## src/color_thresh_regs.vh

```
// register offsets, field positions, reset values and timing constants
`ifndef COLOR_THRESH_REGS_VH
`define COLOR_THRESH_REGS_VH

// ==================================================
// register offsets (byte addresses)
`define OFS_IRQ_CHANNEL_SELECT 8'h03
`define OFS_PART_IDENTIFICATION 8'h04
`define OFS_GAIN_AND_DIVIDER 8'h07
`define OFS_LOW_LIMIT_BYTE0 8'h08
`define OFS_LOW_LIMIT_BYTE1 8'h09
`define OFS_HIGH_LIMIT_BYTE0 8'h0a
`define OFS_HIGH_LIMIT_BYTE1 8'h0b

// ==================================================
// field positions
`define CHSEL_MSB 1
`define CHSEL_LSB 0
`define PART_ID_MSB 7
`define PART_ID_LSB 4
`define SIL_REV_MSB 3
`define SIL_REV_LSB 0
`define GAIN_MSB 5
`define GAIN_LSB 4
`define DIV_MSB 2
`define DIV_LSB 0

// ==================================================
// channel select codes
`define CH_GREEN 2'h0
`define CH_RED 2'h1
`define CH_BLUE 2'h2
`define CH_CLEAR 2'h3

// ==================================================
// persistence codes
`define PERS_EVERY 3'h0
`define PERS_SINGLE 3'h1
`define PERS_SHORT 3'h2
`define PERS_LONG 3'h3

// ==================================================
// reset values
`define RST_CHSEL 2'h0
`define RST_GAIN 2'h0
`define RST_DIV 3'h0
`define RST_LIMIT_BYTE 8'h00

// ==================================================
// divider and result limits
`define DIV_MAX_SHIFT 3'h6
`define RESULT_FULL_SCALE 16'hffff

// ==================================================
// timing
`define CLK_FREQ_HZ 100000000
`define PERS_SHORT_MS 100
`define PERS_LONG_MS 1000
`define CYCLES_PER_MS (`CLK_FREQ_HZ / 1000)

`endif

```

## src/count_scaler.v

```verilog
// per-channel count divider with saturation to a 16-bit result
`include "color_thresh_regs.vh"

module count_scaler
#(
    parameter RAW_W = 24
)
(
    input wire [RAW_W-1:0] raw_count,
    input wire [2:0] div_code,
    output reg [15:0] scaled_count
);

    // ==================================================
    // shift and clamp
    reg [2:0] shift_amt;
    reg [RAW_W-1:0] shifted;

    // the 6-bit prescaler: at most six places of shift
    always @*
    begin
        shift_amt = div_code;
        shifted = {RAW_W{1'b0}};
        scaled_count = 16'h0000;
        // unused code 111 clamps to divide by 64
        if (div_code > `DIV_MAX_SHIFT)
        begin
            shift_amt = `DIV_MAX_SHIFT;
        end
        shifted = raw_count >> shift_amt;
        if (|(shifted >> 16))
        begin
            scaled_count = `RESULT_FULL_SCALE;
        end
        else
        begin
            scaled_count = shifted[15:0];
        end
    end

endmodule // count_scaler

```

## src/color_thresh_irq.v

```verilog
// channel select, identification, gain/divider and threshold interrupt logic
//
// Operation
// - bits 1:0 of channel select pick green, red, blue or clear for comparison.
// - identification register is constant: part identifier high nibble, revision low.
// - gain bits 5:4 set shared analog gain 1x, 4x, 16x or 64x.
// - divider bits 2:0 shift counts right by code; code 111 unused.
// - count divider is a six-bit digital prescaling stage per channel.
// - each result is a 16-bit count that saturates at full scale.
// - low and high thresholds are built from byte pairs at 08h..0Bh.
// - interrupt when selected result is at or below low threshold.
// - interrupt when selected result is strictly above high threshold.
// - all four threshold bytes reset to 00h.
// - persistence code gates interrupts: every, single, 0.1 s, 1 s.
`include "color_thresh_regs.vh"

module color_thresh_irq
#(
    parameter RAW_W = 24,
    // identification nibbles; values are arbitrary
    parameter [3:0] PART_IDENTIFIER = 4'ha,
    parameter [3:0] SILICON_REVISION = 4'h3,
    parameter [31:0] PERS_SHORT_CYCLES = `PERS_SHORT_MS * `CYCLES_PER_MS,
    parameter [31:0] PERS_LONG_CYCLES = `PERS_LONG_MS * `CYCLES_PER_MS
)
(
    input wire clk,
    input wire rst_n,
    // byte register port
    input wire reg_wr_en,
    input wire reg_rd_en,
    input wire [7:0] reg_addr,
    input wire [7:0] reg_wdata,
    output reg [7:0] reg_rdata_ff,
    output reg reg_rd_valid_ff,
    // raw integrator counts and end-of-conversion strobe
    input wire [RAW_W-1:0] raw_green,
    input wire [RAW_W-1:0] raw_red,
    input wire [RAW_W-1:0] raw_blue,
    input wire [RAW_W-1:0] raw_clear,
    input wire conv_done,
    // controls held elsewhere in the device
    input wire [2:0] interrupt_persistence,
    input wire irq_clear,
    // outputs
    output reg [1:0] analog_gain_ff,
    output reg [2:0] count_divider_ff,
    output reg [15:0] selected_result_ff,
    output reg irq_ff
);

    // ==================================================
    // configuration storage
    reg [1:0] chan_sel_ff;
    reg [7:0] low_limit_byte0_ff;
    reg [7:0] low_limit_byte1_ff;
    reg [7:0] high_limit_byte0_ff;
    reg [7:0] high_limit_byte1_ff;

    // decode helper, used by both write and read paths
    function hit;
        input [7:0] addr;
        input [7:0] ofs;
        begin
            hit = (addr == ofs);
        end
    endfunction

    // register writes; reserved bits are simply not stored
    always @(posedge clk or negedge rst_n)
    begin
        if (!rst_n)
        begin
            chan_sel_ff <= `RST_CHSEL;
            analog_gain_ff <= `RST_GAIN;
            count_divider_ff <= `RST_DIV;
            low_limit_byte0_ff <= `RST_LIMIT_BYTE;
            low_limit_byte1_ff <= `RST_LIMIT_BYTE;
            high_limit_byte0_ff <= `RST_LIMIT_BYTE;
            high_limit_byte1_ff <= `RST_LIMIT_BYTE;
        end
        else if (reg_wr_en)
        begin
            if (hit(reg_addr, `OFS_IRQ_CHANNEL_SELECT))
            begin
                chan_sel_ff <= reg_wdata[`CHSEL_MSB:`CHSEL_LSB];
            end
            else if (hit(reg_addr, `OFS_GAIN_AND_DIVIDER))
            begin
                analog_gain_ff <= reg_wdata[`GAIN_MSB:`GAIN_LSB];
                count_divider_ff <= reg_wdata[`DIV_MSB:`DIV_LSB];
            end
            else if (hit(reg_addr, `OFS_LOW_LIMIT_BYTE0))
            begin
                low_limit_byte0_ff <= reg_wdata;
            end
            else if (hit(reg_addr, `OFS_LOW_LIMIT_BYTE1))
            begin
                low_limit_byte1_ff <= reg_wdata;
            end
            else if (hit(reg_addr, `OFS_HIGH_LIMIT_BYTE0))
            begin
                high_limit_byte0_ff <= reg_wdata;
            end
            else if (hit(reg_addr, `OFS_HIGH_LIMIT_BYTE1))
            begin
                high_limit_byte1_ff <= reg_wdata;
            end
        end
    end

    // ==================================================
    // register reads
    reg [7:0] nxt_rdata;

    // unmapped offsets and reserved bits read as zero
    always @*
    begin
        nxt_rdata = 8'h00;
        if (hit(reg_addr, `OFS_IRQ_CHANNEL_SELECT))
        begin
            nxt_rdata[`CHSEL_MSB:`CHSEL_LSB] = chan_sel_ff;
        end
        else if (hit(reg_addr, `OFS_PART_IDENTIFICATION))
        begin
            nxt_rdata[`PART_ID_MSB:`PART_ID_LSB] = PART_IDENTIFIER;
            nxt_rdata[`SIL_REV_MSB:`SIL_REV_LSB] = SILICON_REVISION;
        end
        else if (hit(reg_addr, `OFS_GAIN_AND_DIVIDER))
        begin
            nxt_rdata[`GAIN_MSB:`GAIN_LSB] = analog_gain_ff;
            nxt_rdata[`DIV_MSB:`DIV_LSB] = count_divider_ff;
        end
        else if (hit(reg_addr, `OFS_LOW_LIMIT_BYTE0))
        begin
            nxt_rdata = low_limit_byte0_ff;
        end
        else if (hit(reg_addr, `OFS_LOW_LIMIT_BYTE1))
        begin
            nxt_rdata = low_limit_byte1_ff;
        end
        else if (hit(reg_addr, `OFS_HIGH_LIMIT_BYTE0))
        begin
            nxt_rdata = high_limit_byte0_ff;
        end
        else if (hit(reg_addr, `OFS_HIGH_LIMIT_BYTE1))
        begin
            nxt_rdata = high_limit_byte1_ff;
        end
    end

    // read data is registered so the port comes from a flop
    always @(posedge clk or negedge rst_n)
    begin
        if (!rst_n)
        begin
            reg_rdata_ff <= 8'h00;
            reg_rd_valid_ff <= 1'b0;
        end
        else
        begin
            reg_rd_valid_ff <= reg_rd_en;
            if (reg_rd_en)
            begin
                reg_rdata_ff <= nxt_rdata;
            end
        end
    end

    // ==================================================
    // channel scaling
    wire [15:0] scaled_green;
    wire [15:0] scaled_red;
    wire [15:0] scaled_blue;
    wire [15:0] scaled_clear;

    count_scaler #(.RAW_W(RAW_W)) u_scale_green
    (
        .raw_count(raw_green),
        .div_code(count_divider_ff),
        .scaled_count(scaled_green)
    );
    count_scaler #(.RAW_W(RAW_W)) u_scale_red
    (
        .raw_count(raw_red),
        .div_code(count_divider_ff),
        .scaled_count(scaled_red)
    );
    count_scaler #(.RAW_W(RAW_W)) u_scale_blue
    (
        .raw_count(raw_blue),
        .div_code(count_divider_ff),
        .scaled_count(scaled_blue)
    );
    count_scaler #(.RAW_W(RAW_W)) u_scale_clear
    (
        .raw_count(raw_clear),
        .div_code(count_divider_ff),
        .scaled_count(scaled_clear)
    );

    // ==================================================
    // comparison
    reg [15:0] sel_count;
    wire [15:0] low_limit;
    wire [15:0] high_limit;
    wire below_low;
    wire above_high;
    wire out_of_range;

    always @*
    begin
        sel_count = scaled_green;
        case (chan_sel_ff)
            `CH_GREEN: sel_count = scaled_green;
            `CH_RED: sel_count = scaled_red;
            `CH_BLUE: sel_count = scaled_blue;
            default: sel_count = scaled_clear;
        endcase
    end

    assign low_limit = {low_limit_byte1_ff, low_limit_byte0_ff};
    assign high_limit = {high_limit_byte1_ff, high_limit_byte0_ff};
    assign below_low = (sel_count <= low_limit);
    assign above_high = (sel_count > high_limit);
    assign out_of_range = below_low | above_high;

    // ==================================================
    // persistence timer
    // counts clock cycles since the first out-of-range evaluation of a run;
    // saturates so a long-idle run cannot wrap back below the limit
    reg run_ff;
    reg [31:0] run_cycles_ff;
    reg fire;

    always @(posedge clk or negedge rst_n)
    begin
        if (!rst_n)
        begin
            run_ff <= 1'b0;
            run_cycles_ff <= 32'h0000_0000;
        end
        else if (conv_done)
        begin
            // run ends on an in-range result; the next out-of-range result starts a new run
            if (out_of_range && !run_ff)
            begin
                run_ff <= 1'b1;
                run_cycles_ff <= 32'h0000_0000;
            end
            else if (!out_of_range)
            begin
                run_ff <= 1'b0;
                run_cycles_ff <= 32'h0000_0000;
            end
            else if (run_cycles_ff != 32'hffff_ffff)
            begin
                run_cycles_ff <= run_cycles_ff + 32'h0000_0001;
            end
        end
        else if (run_ff && run_cycles_ff != 32'hffff_ffff)
        begin
            run_cycles_ff <= run_cycles_ff + 32'h0000_0001;
        end
    end

    // persistence gate; codes above 011 act as single
    always @*
    begin
        fire = 1'b0;
        case (interrupt_persistence)
            `PERS_EVERY: fire = 1'b1;
            `PERS_SHORT: fire = out_of_range && run_ff && (run_cycles_ff >= PERS_SHORT_CYCLES);
            `PERS_LONG: fire = out_of_range && run_ff && (run_cycles_ff >= PERS_LONG_CYCLES);
            default: fire = out_of_range;
        endcase
    end

    // ==================================================
    // interrupt flag and result latch
    // set and latched only on the conversion strobe; irq_clear clears the flag in any cycle without a set
    always @(posedge clk or negedge rst_n)
    begin
        if (!rst_n)
        begin
            irq_ff <= 1'b0;
            selected_result_ff <= 16'h0000;
        end
        else
        begin
            if (conv_done)
            begin
                selected_result_ff <= sel_count;
            end
            // set wins over a clear in the same cycle
            if (conv_done && fire)
            begin
                irq_ff <= 1'b1;
            end
            else if (irq_clear)
            begin
                irq_ff <= 1'b0;
            end
        end
    end

endmodule // color_thresh_irq

```

## config.mk

```make
export PLATFORM = sky130hd
export DESIGN_NAME = color_thresh_irq
export DESIGN_NICKNAME = d
export VERILOG_FILES = /design/src/count_scaler.v /design/src/color_thresh_irq.v
export VERILOG_INCLUDE_DIRS = /design/src /design/src/src
export SDC_FILE = /design/constraint.sdc
export NUM_CORES = 1
export LEC_CHECK = 0
export BUFFER_PORTS_ARGS = -buffer_cell sky130_fd_sc_hd__buf_2
export CAP_MARGIN = 20
export CORE_ASPECT_RATIO = 1.5
export CORE_MARGIN = 2
export CORE_UTILIZATION = 63
export CTS_CLUSTER_DIAMETER = 150
export CTS_CLUSTER_SIZE = 8
export DETAILED_ROUTE_END_ITERATION = 10
export PLACE_DENSITY = 0.95
export SYNTH_ARGS = -nofsm -noshare
export SYNTH_HDL_FRONTEND = slang
export SYNTH_SLANG_ARGS = --single-unit
```

## constraint.sdc

```tcl
create_clock -name clk -period 8.9 [get_ports clk]
set_clock_uncertainty 0.15 [all_clocks]
set_input_delay 0.89 -clock clk [delete_from_list [all_inputs] [get_ports clk]]
set_output_delay 0.89 -clock clk [all_outputs]
set_load 0.02 [all_outputs]
```

# Yosys cells after proc, flatten, opt, wreduce, memory -nomap -nowiden
# Index checks and enable logic that the tools add are counted.
dict set report op_classes {
  add_sub_neg 1
  multipliers 0
  div_mod_pow 0
  magnitude_cmp 5
  n_eq_ne 14
  shifts 4
  muxes 27
  bitwise_logic 6
  n_reduce_logical 23
}
# operator count
set op_table {}
lappend op_table {{2-to-1 mux 32 bit} 5}
lappend op_table {{>> shifter 24 x 3 -> 24 bit} 4}
lappend op_table {{2-to-1 mux 16 bit} 4}
lappend op_table {{case mux 16 bit (3 select lines)} 1}
lappend op_table {{2-to-1 mux 8 bit} 5}
lappend op_table {{adder 32 x 1 -> 32 bit (second input constant)} 1}
lappend op_table {{equality test 8 x 4 -> 1 bit (second input constant)} 4}
lappend op_table {{greater-or-equal comparator 32 x 24 -> 1 bit (second input constant)} 1}
lappend op_table {{greater-or-equal comparator 32 x 27 -> 1 bit (second input constant)} 1}
lappend op_table {{inequality test 32 bit (second input constant)} 1}
lappend op_table {{OR reduction 8 bit} 4}
lappend op_table {{equality test 8 x 3 -> 1 bit (second input constant)} 2}
lappend op_table {{greater-than comparator 16 bit} 1}
lappend op_table {{less-or-equal comparator 16 bit} 1}
lappend op_table {{equality test 8 x 2 -> 1 bit (second input constant)} 1}
lappend op_table {{AND reduction 7 bit} 1}
lappend op_table {{equality test 3 x 2 -> 1 bit (second input constant)} 2}
lappend op_table {{logical AND 1 bit} 6}
lappend op_table {{2-to-1 mux 2 bit} 3}
lappend op_table {{2-to-1 mux 3 bit} 2}
lappend op_table {{2-to-1 mux 6 bit} 1}
lappend op_table {{AND reduction 2 bit} 3}
lappend op_table {{AND reduction 6 bit} 1}
lappend op_table {{2-to-1 mux 1 bit} 5}
lappend op_table {{15 further kinds} 20}
dict set report totals {
  reg_bits 98
  latch_bits 0
  mem_bits_rw 0
  rom_bits 0
  in_bits 121
  out_inout_bits 31
  wordCells 93
  n_memories 0
}

# Longest topological paths before layout
# Gate-level depths: netlist of run 1.
dict set report logic_depth {
  ltp_word 13
  depth_mapped 20
  mapped_depth_nobuf 15
}

# Hierarchy
# A second synthesis of run 1 with hierarchy kept.
dict set report hier_totals {
  cells_unflattened 1030
  hier_area_um2 9536.6
}
# module instances cells_per_inst area_per_inst_um2 seq_area_each_um2
set by_module_without_submodules {}
lappend by_module_without_submodules {color_thresh_irq 1 538 5873.1 2452.4}
lappend by_module_without_submodules {count_scaler 4 123 915.9 0.0}

# Least setup slack after synthesis of run 1
# No wires, ideal clock.
dict set report synth_timing {
  kind {input port to flip-flop}
  start {input port raw_green[18]}
  end {register run_cycles_ff[10]}
  setup_time_ns 0.132
  arrival_time_ns 4.444
  t_required_ns 8.618
  setup_slack_ns 4.174
  cell_stages 15
  path_cell_list {nor2b_1 > a2111o_1 > a2111oi_4 > nand2_2 > o221ai_1 > a32oi_1 > ha_1 > nand4_1 > or4_1 > a21oi_1 > or4b_2 > o221ai_1 > a21oi_1 > clkbuf_1 > nor2_1}
}
dict set report synth_via {
  elab_chain_cells 9
}
# item line
set synth_lines {}
lappend synth_lines {{start, declared} color_thresh_irq.v:37} ;# input wire [RAW_W-1:0] raw_green,
lappend synth_lines {{>> shifter 24 x 3 -> 24 bit (*)} count_scaler.v:30} ;# shifted = raw_count >> shift_amt;
lappend synth_lines {{OR reduction 8 bit} count_scaler.v:31} ;# if (|(shifted >> 16))
lappend synth_lines {{2-to-1 mux 16 bit (*)} count_scaler.v:31}
lappend synth_lines {{case mux 16 bit (3 select lines) (*)} color_thresh_irq.v:214} ;# case (chan_sel_ff)
lappend synth_lines {{net sel_count[14]} color_thresh_irq.v:204} ;# reg [15:0] sel_count;
lappend synth_lines {{less-or-equal comparator 16 bit / greater-than comparator 16 bit (equally long branches)} {color_thresh_irq.v:224, color_thresh_irq.v:225}}
lappend synth_lines {{bitwise OR 1 bit (*)} color_thresh_irq.v:226} ;# assign out_of_range = below_low | above_high;
lappend synth_lines {{logical AND 1 bit / 2-to-1 mux 32 bit (equally long branches)} {color_thresh_irq.v:246, color_thresh_irq.v:251}}
lappend synth_lines {{inequality test 4 x 2 -> 1 bit (no source line) / 2-to-1 mux 32 bit (equally long branches)} --}
lappend synth_lines {{AND reduction 2 bit (no source line) / 2-to-1 mux 32 bit (equally long branches)} --}
lappend synth_lines {{end signal, assigned} color_thresh_irq.v:258} ;# run_cycles_ff <= run_cycles_ff + 32'h0000_0001;
lappend synth_lines {{end signal, assigned} color_thresh_irq.v:263} ;# run_cycles_ff <= run_cycles_ff + 32'h0000_0001;
lappend synth_lines {{end, declared} color_thresh_irq.v:233} ;# reg [31:0] run_cycles_ff;
# Mark *: on every way through the listed nets, which the timed path passes. The rest lies on a longest branch.
# A chain may end at the register's enable or synchronous reset.

# Worst setup path after layout of run 1
dict set report layout_timing {
  start {register count_divider_ff[0]}
  end {register run_cycles_ff[5]}
}
dict set report layout_via {
  elab_chain_cells 11
}
# item line
set layout_lines {}
lappend layout_lines {{start, declared} color_thresh_irq.v:47} ;# output reg [2:0] count_divider_ff,
lappend layout_lines {{start signal, assigned} color_thresh_irq.v:76} ;# count_divider_ff <= `RST_DIV;
lappend layout_lines {{start signal, assigned} color_thresh_irq.v:91} ;# count_divider_ff <= reg_wdata[`DIV_MSB:`DIV_LSB];
lappend layout_lines {{greater-than comparator 3 bit (no source line)} --}
lappend layout_lines {{2-to-1 mux 3 bit (*)} count_scaler.v:26} ;# if (div_code > `DIV_MAX_SHIFT)
lappend layout_lines {{>> shifter 24 x 3 -> 24 bit} count_scaler.v:30}
lappend layout_lines {{OR reduction 8 bit} count_scaler.v:31}
lappend layout_lines {{2-to-1 mux 16 bit} count_scaler.v:31}
lappend layout_lines {{case mux 16 bit (3 select lines) (*)} color_thresh_irq.v:214}
lappend layout_lines {{net sel_count[5]} color_thresh_irq.v:204}
lappend layout_lines {{less-or-equal comparator 16 bit / greater-than comparator 16 bit (equally long branches)} {color_thresh_irq.v:224, color_thresh_irq.v:225}}
lappend layout_lines {{bitwise OR 1 bit (*)} color_thresh_irq.v:226}
lappend layout_lines {{logical AND 1 bit / 2-to-1 mux 32 bit (equally long branches)} {color_thresh_irq.v:246, color_thresh_irq.v:251}}
lappend layout_lines {{inequality test 4 x 2 -> 1 bit (no source line) / 2-to-1 mux 32 bit (equally long branches)} --}
lappend layout_lines {{AND reduction 2 bit (no source line) / 2-to-1 mux 32 bit (equally long branches)} --}
# Marked as above.

==> results of run 1 <==
==> worst reg2reg max path, cell delays in order (launching register included) <==
cell      delay, ns
dfrtp_2        0.34
buf_4          0.45
a21boi_4       0.57
buf_4          0.61
o21ai_0        0.25
a31oi_1        0.46
o21ai_1        0.30
a32oi_1        0.58
ha_1           0.37
a21oi_1        0.21
o21ai_0        0.12
a221oi_1       0.36
o211a_1        0.21
o221ai_1       0.26
a21oi_2        0.55
buf_4          0.34
nor2_1         0.09
==> worst max path at each step <==
stage / from / to / cells past startpoint
2_1_floorplan: raw_green[18] / run_cycles_ff[10] / 15
3_3_place_gp: count_divider_ff[1] / run_cycles_ff[19] / 16
3_5_place_dp: count_divider_ff[0] / run_cycles_ff[5] / 15
4_1_cts: count_divider_ff[0] / run_cycles_ff[5] / 15
5_1_grt: count_divider_ff[0] / run_cycles_ff[5] / 16
6_report: count_divider_ff[0] / run_cycles_ff[5] / 16
==> area by class of cell <==
cell class              count  area share [%]
multi-input cells         726           59.66
inverters                  55           2.090
clock inverters             3          0.4054
flip-flops and latches     98           24.88
clock buffers              13           2.433
well taps                 165           2.090
repair buffers            161           8.438
==> Yosys cell counts (all sizes together), types with 13 or more instances <==
cell type | instances | area (um^2)
dfrtp | 98 | 2452
nor2 | 80 | 300.3
nand2 | 75 | 284.0
mux2i | 73 | 730.7
inv | 54 | 202.7
mux2 | 52 | 585.6
mux4 | 44 | 991.0
a21oi | 43 | 215.2
ha | 34 | 425.4
buf | 32 | 182.7
o21ai | 28 | 140.1
clkbuf | 27 | 101.4
nand3 | 27 | 135.1
o221ai | 23 | 201.4
xnor2 | 23 | 201.4
a31oi | 18 | 112.6
nor3 | 18 | 90.09
nor2b | 14 | 87.58
a211oi | 13 | 97.59
a22oi | 13 | 97.59
==> through the flow <==
step	setup WS (ns)	utilization, %	std cells	hold WS, ns
6_report	2.545	71.26	1221	0.3349
5_1_grt	2.172	71.26	1221	0.3706
4_1_cts	2.650	71.26	1221	0.3539
3_5_place_dp	2.692	69.23	1205	0.3392
3_3_place_gp	2.887	69.23	1205	0.3339
2_1_floorplan	4.174	-	938	0.3466
==> cell families (layout without fill, tap and decap cells) <==
kind of cell / Yosys count / count (layout) / synth area share [%]
AO/OA/AOI/OAI: 211 / 211 / 17.16
XOR/XNOR: 29 / 29 / 2.879
adder cells (fa/ha/maj): 34 / 34 / 4.821
buffers and inverters: 114 / 232 / 5.559
flip-flops: 98 / 98 / 27.79
multiplexers: 169 / 169 / 26.15
AND/OR/NAND/NOR: 283 / 283 / 15.64
==> metal layers <==
layer	vias to the layer above	GRT usage, %
met5	-	0
met4	0	19.04
met3	121	6.092
met2	530	58.07
met1	4114	41.13
li1	3776	-
==> state kept, by name, summed over array words and instances, names as in the netlist <==
signal,count
analog_gain_ff,2
chan_sel_ff,2
count_divider_ff,3
high_limit_byte0_ff,8
high_limit_byte1_ff,8
irq_ff,1
low_limit_byte0_ff,8
low_limit_byte1_ff,8
reg_rd_valid_ff,1
reg_rdata_ff,8
run_cycles_ff,32
run_ff,1
selected_result_ff,16
==> power groups by stage <==
stage | registers (uW) | clock network (uW) | logic [uW]
detailed placement | 506 | 0 | 371
global route | 502 | 397 | 412
global placement | 504 | 0 | 361
floorplan | 509 | 0 | 235
CTS | 498 | 380 | 376
finish | 499 | 379 | 384
==> impl_metrics.ini, run 1 <==
[synthesis]
ys_types = 67
seq_area_frac_synth_pct = 27.79
ys.flop_type = dfrtp_1
ys.warnings.count = 0
synth_edf_count = 0
synth-seq-cells = 98
synthCells = 938
async_reset_ff_share_pct = 100.0
syn-num-nets = 1093
syn_area_um2 = 8823
syn_area_per_cell_um2 = 9.407

[route]
vias = 8541
via_per_inst = 6.995
ant_nets = 0
firstDrtPassIters = 5
route.met3.wl_um = 2254
drt_wl_total_um = 25930
wl_per_cell_um = 21.24
dr_wl_met2_um = 12870
drc = 0
wl_met1_um = 9253
top_layer_used = met4
drtIter0Drc = 755

[pwr]
vdd_drop_max_uv = 179.8
powerDensity_nw_per_um2 = 127.8
p_sw_uw = 415.4
p_total_uw = 1262
leakagePower_uw = 0.004040
p_comb_share_pct = 30.4
pwr-share-seq_pct = 39.6
clockPowerShare_pct = 30.0
netSwitchingFraction_pct = 32.92
p_int_uw = 846.3

[timing]
setup_tns_ns = 0
rsz0062_at_grt = no
relSlewSlack_pct = 29.13
period_share_pct = 71.41
finalMaxSlewViolations = 0
worst_slew_pin_slew_ns = 1.058
fmax_mhz = 157.4
finalSetupViolations = 0
fin_crit_ns = 6.355
timing.final.hold_violations = 0

[clock_network]
cts_made_buffers = 9
cts-hold-fix-buffers = 0
clock_sinks = 98
ctsResizeCount = 0
htreeDepth = 3
clk_latency_ns = 0.35
cts_tree = yes
post_cts_buffers = 0
clock_path_buffers = 2
clk_pin_slew_worst_paths_ns = 0.07
cts_root_buffer = clkbuf_16

[cells_and_area]
synthToLayoutAreaGrowth_pct = 11.93
drive_above_1_share_pct = 26.70
regArea_um2 = 2457
n_antenna_cell = 0
layout_commonest_cell = buf_2
nNetsFinal = 1206
fin_area_um2 = 9876
layout.filler_cells = 1039
final_cell_mix = buf_2, dfrtp_1, nor2_1
multi_input_comb_area_um2 = 5892

[grt]
grt_usage_pct = 34.40
grt_pass1_wl_um = 40410
grt_pass1_vias = 8171
grt_overflow = 0
antenna_found_initial = 0
grt_max_degree = 75

[setup_path]
cp_slowest_stage_delay_ns = 0.61
worstSetupPathType = flip-flop to flip-flop
arrival_ns = 6.43
r2r_end = run_cycles_ff[5]
critPathMaxFanout = 54
path_cells = buf_4, a21boi_4, buf_4, o21ai_0, a31oi_1, o21ai_1, a32oi_1, ha_1, a21oi_1, o21ai_0, a221oi_1, o211a_1, o221ai_1, a21oi_2, buf_4, nor2_1
r2r_cells = 16
crit_buf_inv = 3
cpMostUsedCell = buf_4
reg2reg_slack_ns = 2.54
required_ns = 8.98
cp-start-kind = flip-flop
endpoint_kind = flip-flop
path_delay_family = compound AO/OA/AOI/OAI gates
cp_slowest_cell = buf_4
reg2reg_from = count_divider_ff[0]

[floorplan]
rows = 53
die_h_um = 148.9
die_x_um = 100.6
start_util_pct = 63.66
core-area_um2 = 13860
dieArea_um2 = 14990
ios = 152

[hold_path]
hp-class = input pin to async pin

[status]
outcome = completed

[placement]
place_congestion = 1.021
dp_hpwl_um = 19450
dpl_cell_area_um2 = 9595
portBuffers = 151

[run]
cap_violations = 0
Power figures use the tool's default switching activity.
==> run 2: changes to the inputs <==
Settings changed: ABC_AREA from default to 1, CORE_UTILIZATION 63 to 53, PLACE_DENSITY 0.95 to 0.85.
Clock period 8.9 ns to 5.8 ns, I/O delays scaled along.
==> run 2 against run 1 <==
- count of clock-buffer cells in the layout decreased by 2
- die area increased by 31%
- combinational power increased by 48%
- via count increased by 29%
- critical path depth increased by 12
- highest routed layer unchanged
==> impl_metrics.ini, run 2 <==
[setup_path]
endpoint_kind = flip-flop
cp.depth = 28
cp_slowest_cell = and3_1
r2r_cells = 28
crit_buf_inv = 3
cpMostUsedCell = nand2_1
reg2reg_from = count_divider_ff[1]
arrival_ns = 5.08
cp-start-kind = flip-flop
worstSetupPathType = flip-flop to flip-flop
required_ns = 5.93
path_delay_family = simple AND/OR/NAND/NOR gates
critPathMaxFanout = 66
cp_slowest_stage_delay_ns = 0.65
cp-startpoint = count_divider_ff[1]

[route]
route.met3.wl_um = 1518
ant_nets = 0
wl_met1_um = 12050
wl_per_cell_um = 16.48
drc = 0
drt_wl_total_um = 31060
via_per_inst = 5.865
drtIter0Drc = 1008
vias = 11049
firstDrtPassIters = 5
top_layer_used = met4
dr_wl_met2_um = 15670

[timing]
timing.final.hold_violations = 0
rsz0062_at_grt = no
finalMaxSlewViolations = 0
period_share_pct = 85.27
fmax_mhz = 202.2
setup_tns_ns = 0
worst_slew_pin_slew_ns = 1.048
finalSetupViolations = 0
fin_crit_ns = 4.945
relSlewSlack_pct = 29.90

[synthesis]
syn-num-nets = 1735
post-synth-top-count-cell = nand2_1
syn_area_per_cell_um2 = 6.208
synth_top_area_share_pct = 25.00
synthCells = 1580
async_reset_ff_share_pct = 100.0
ys_types = 50
synthTopCellsByCount = nand2_1, nand3_1, inv_1
seq_area_frac_synth_pct = 25.00
syn_area_um2 = 9809
synth_area_leader_cell = dfrtp_1
synth_edf_count = 0
ys.flop_type = dfrtp_1
synthTopCellsByArea = dfrtp_1, nand2_1, nand3_1, inv_1, o21ai_0
ys.warnings.count = 0
synth-seq-cells = 98

[pwr]
netSwitchingFraction_pct = 33.43
p_int_uw = 1362
p_sw_uw = 683.9
leakagePower_uw = 0.005307
powerDensity_nw_per_um2 = 190.6
vdd_drop_max_uv = 198.0
pwr-share-seq_pct = 37.1
p_total_uw = 2046
clockPowerShare_pct = 35.2
p_comb_share_pct = 27.7

[floorplan]
dieArea_um2 = 19630
rows = 60
start_util_pct = 54.44
die_h_um = 170.6
core-area_um2 = 18020
die_x_um = 115.1
ios = 152

[placement]
dp_hpwl_um = 23590
dp_cells = 1867
place_congestion = 0.9586
dpl_cell_area_um2 = 10360
portBuffers = 151

[clock_network]
cts_root_buffer = clkbuf_16
clk_pin_slew_worst_paths_ns = 0.07
htreeDepth = 3
post_cts_buffers = 0
clock_sinks = 98
cts_tree = yes
cts_made_buffers = 9
clk_latency_ns = 0.35
clock_path_buffers = 2

[status]
outcome = completed

[hold_path]
hp-class = input pin to flip-flop
worstHoldPathCells = 1
min_from = reg_rd_en

[cells_and_area]
largest_reg_flops = 32
layout_commonest_cell = nand2_1
final_cell_mix = nand2_1, nand3_1, inv_1
fin_cells = 1884
nNetsFinal = 1817
post-route-util_pct = 59.57
n_antenna_cell = 0
synthToLayoutAreaGrowth_pct = 9.413
top_regs = run_cycles_ff x32, selected_result_ff x16
drive_above_1_share_pct = 13.14
top_register = run_cycles_ff
fin_area_um2 = 10730
layout.filler_cells = 1839

[run]
cap_violations = 0

[grt]
antenna_found_initial = 0
grt_usage_pct = 31.36
grt_max_degree = 99
grt_pass1_vias = 10254
grt_pass1_wl_um = 49110
grt_overflow = 0
run 2: cell count changes in the layout (fill, tap and decap cells not counted), moves of 21 or more:
| cell | delta |
|---|---|
| nand2_1 | +374 |
| mux4_2 | -44 |
| o221ai_1 | -21 |
| inv_1 | +113 |
| o211ai_1 | +57 |
| o21ai_0 | +85 |
| nand3_1 | +236 |
| mux2i_1 | -69 |
| mux2_2 | -52 |
run 2: worst paths after layout:
check | endpoint | slack [ns]
max in group asynchronous | selected_result_ff[3] | 3.74
hold / removal | reg_rd_valid_ff | 0.25
setup reg to reg | run_cycles_ff[27] | 0.85
setup / recovery | run_cycles_ff[27] | 0.85
min in group asynchronous | reg_rdata_ff[6] | 0.52
hold reg to reg | reg_rdata_ff[5] | 0.33
run 2: area by class of cell:
type	count	area, um^2	share of cell area (%)
Multi-Input combinational cell	1219	6157	57.37
Sequential cell	98	2459	22.91
Clock inverter	5	107.6	1.003
Inverter	173	649.4	6.050
Timing Repair Buffer	161	835.8	7.787
Clock buffer	11	252.7	2.355
Tap cell	217	271.5	2.530
run 2: power groups by stage:
stage | combinational (uW) | sequential (uW) | clock (uW)
floorplan | 378 | 774 | 0
global placement | 551 | 770 | 0
detailed placement | 558 | 771 | 0
CTS | 561 | 758 | 731
global route | 639 | 764 | 755
finish | 567 | 760 | 719
run 2: logic make-up after synthesis:
logic type	Yosys count	synth area share, %
XOR/XNOR	14	1.250
AO/OA/AOI/OAI	271	16.24
AND/OR/NAND/NOR	896	40.54
multiplexers	4	0.4082
flip-flops	98	25.00
adder cells (fa/ha/maj)	34	4.337
buffers and inverters	263	12.23
run 2: per-layer routing:
layer  track usage, %  vias to the layer above
met4            17.65                        0
met5                0                        -
met3            3.153                      104
met1            35.99                     5093
met2            56.16                      418
li1                 -                     5434
run 2: what timing repair did:
action,CTS,global route
endpoints found under the hold margin,24,0
hold buffers,1,0
setup endpoints to repair,0,0
resized for setup,0,0
run 2: stage by stage:
step,hold slack (ns),worst slack [ns]
floorplan,0.1344,2.184
CTS,0.2389,0.9481
detailed placement,0.3109,0.9500
finish,0.2502,0.8545
global route,0.2523,0.3119
global placement,0.3130,1.020
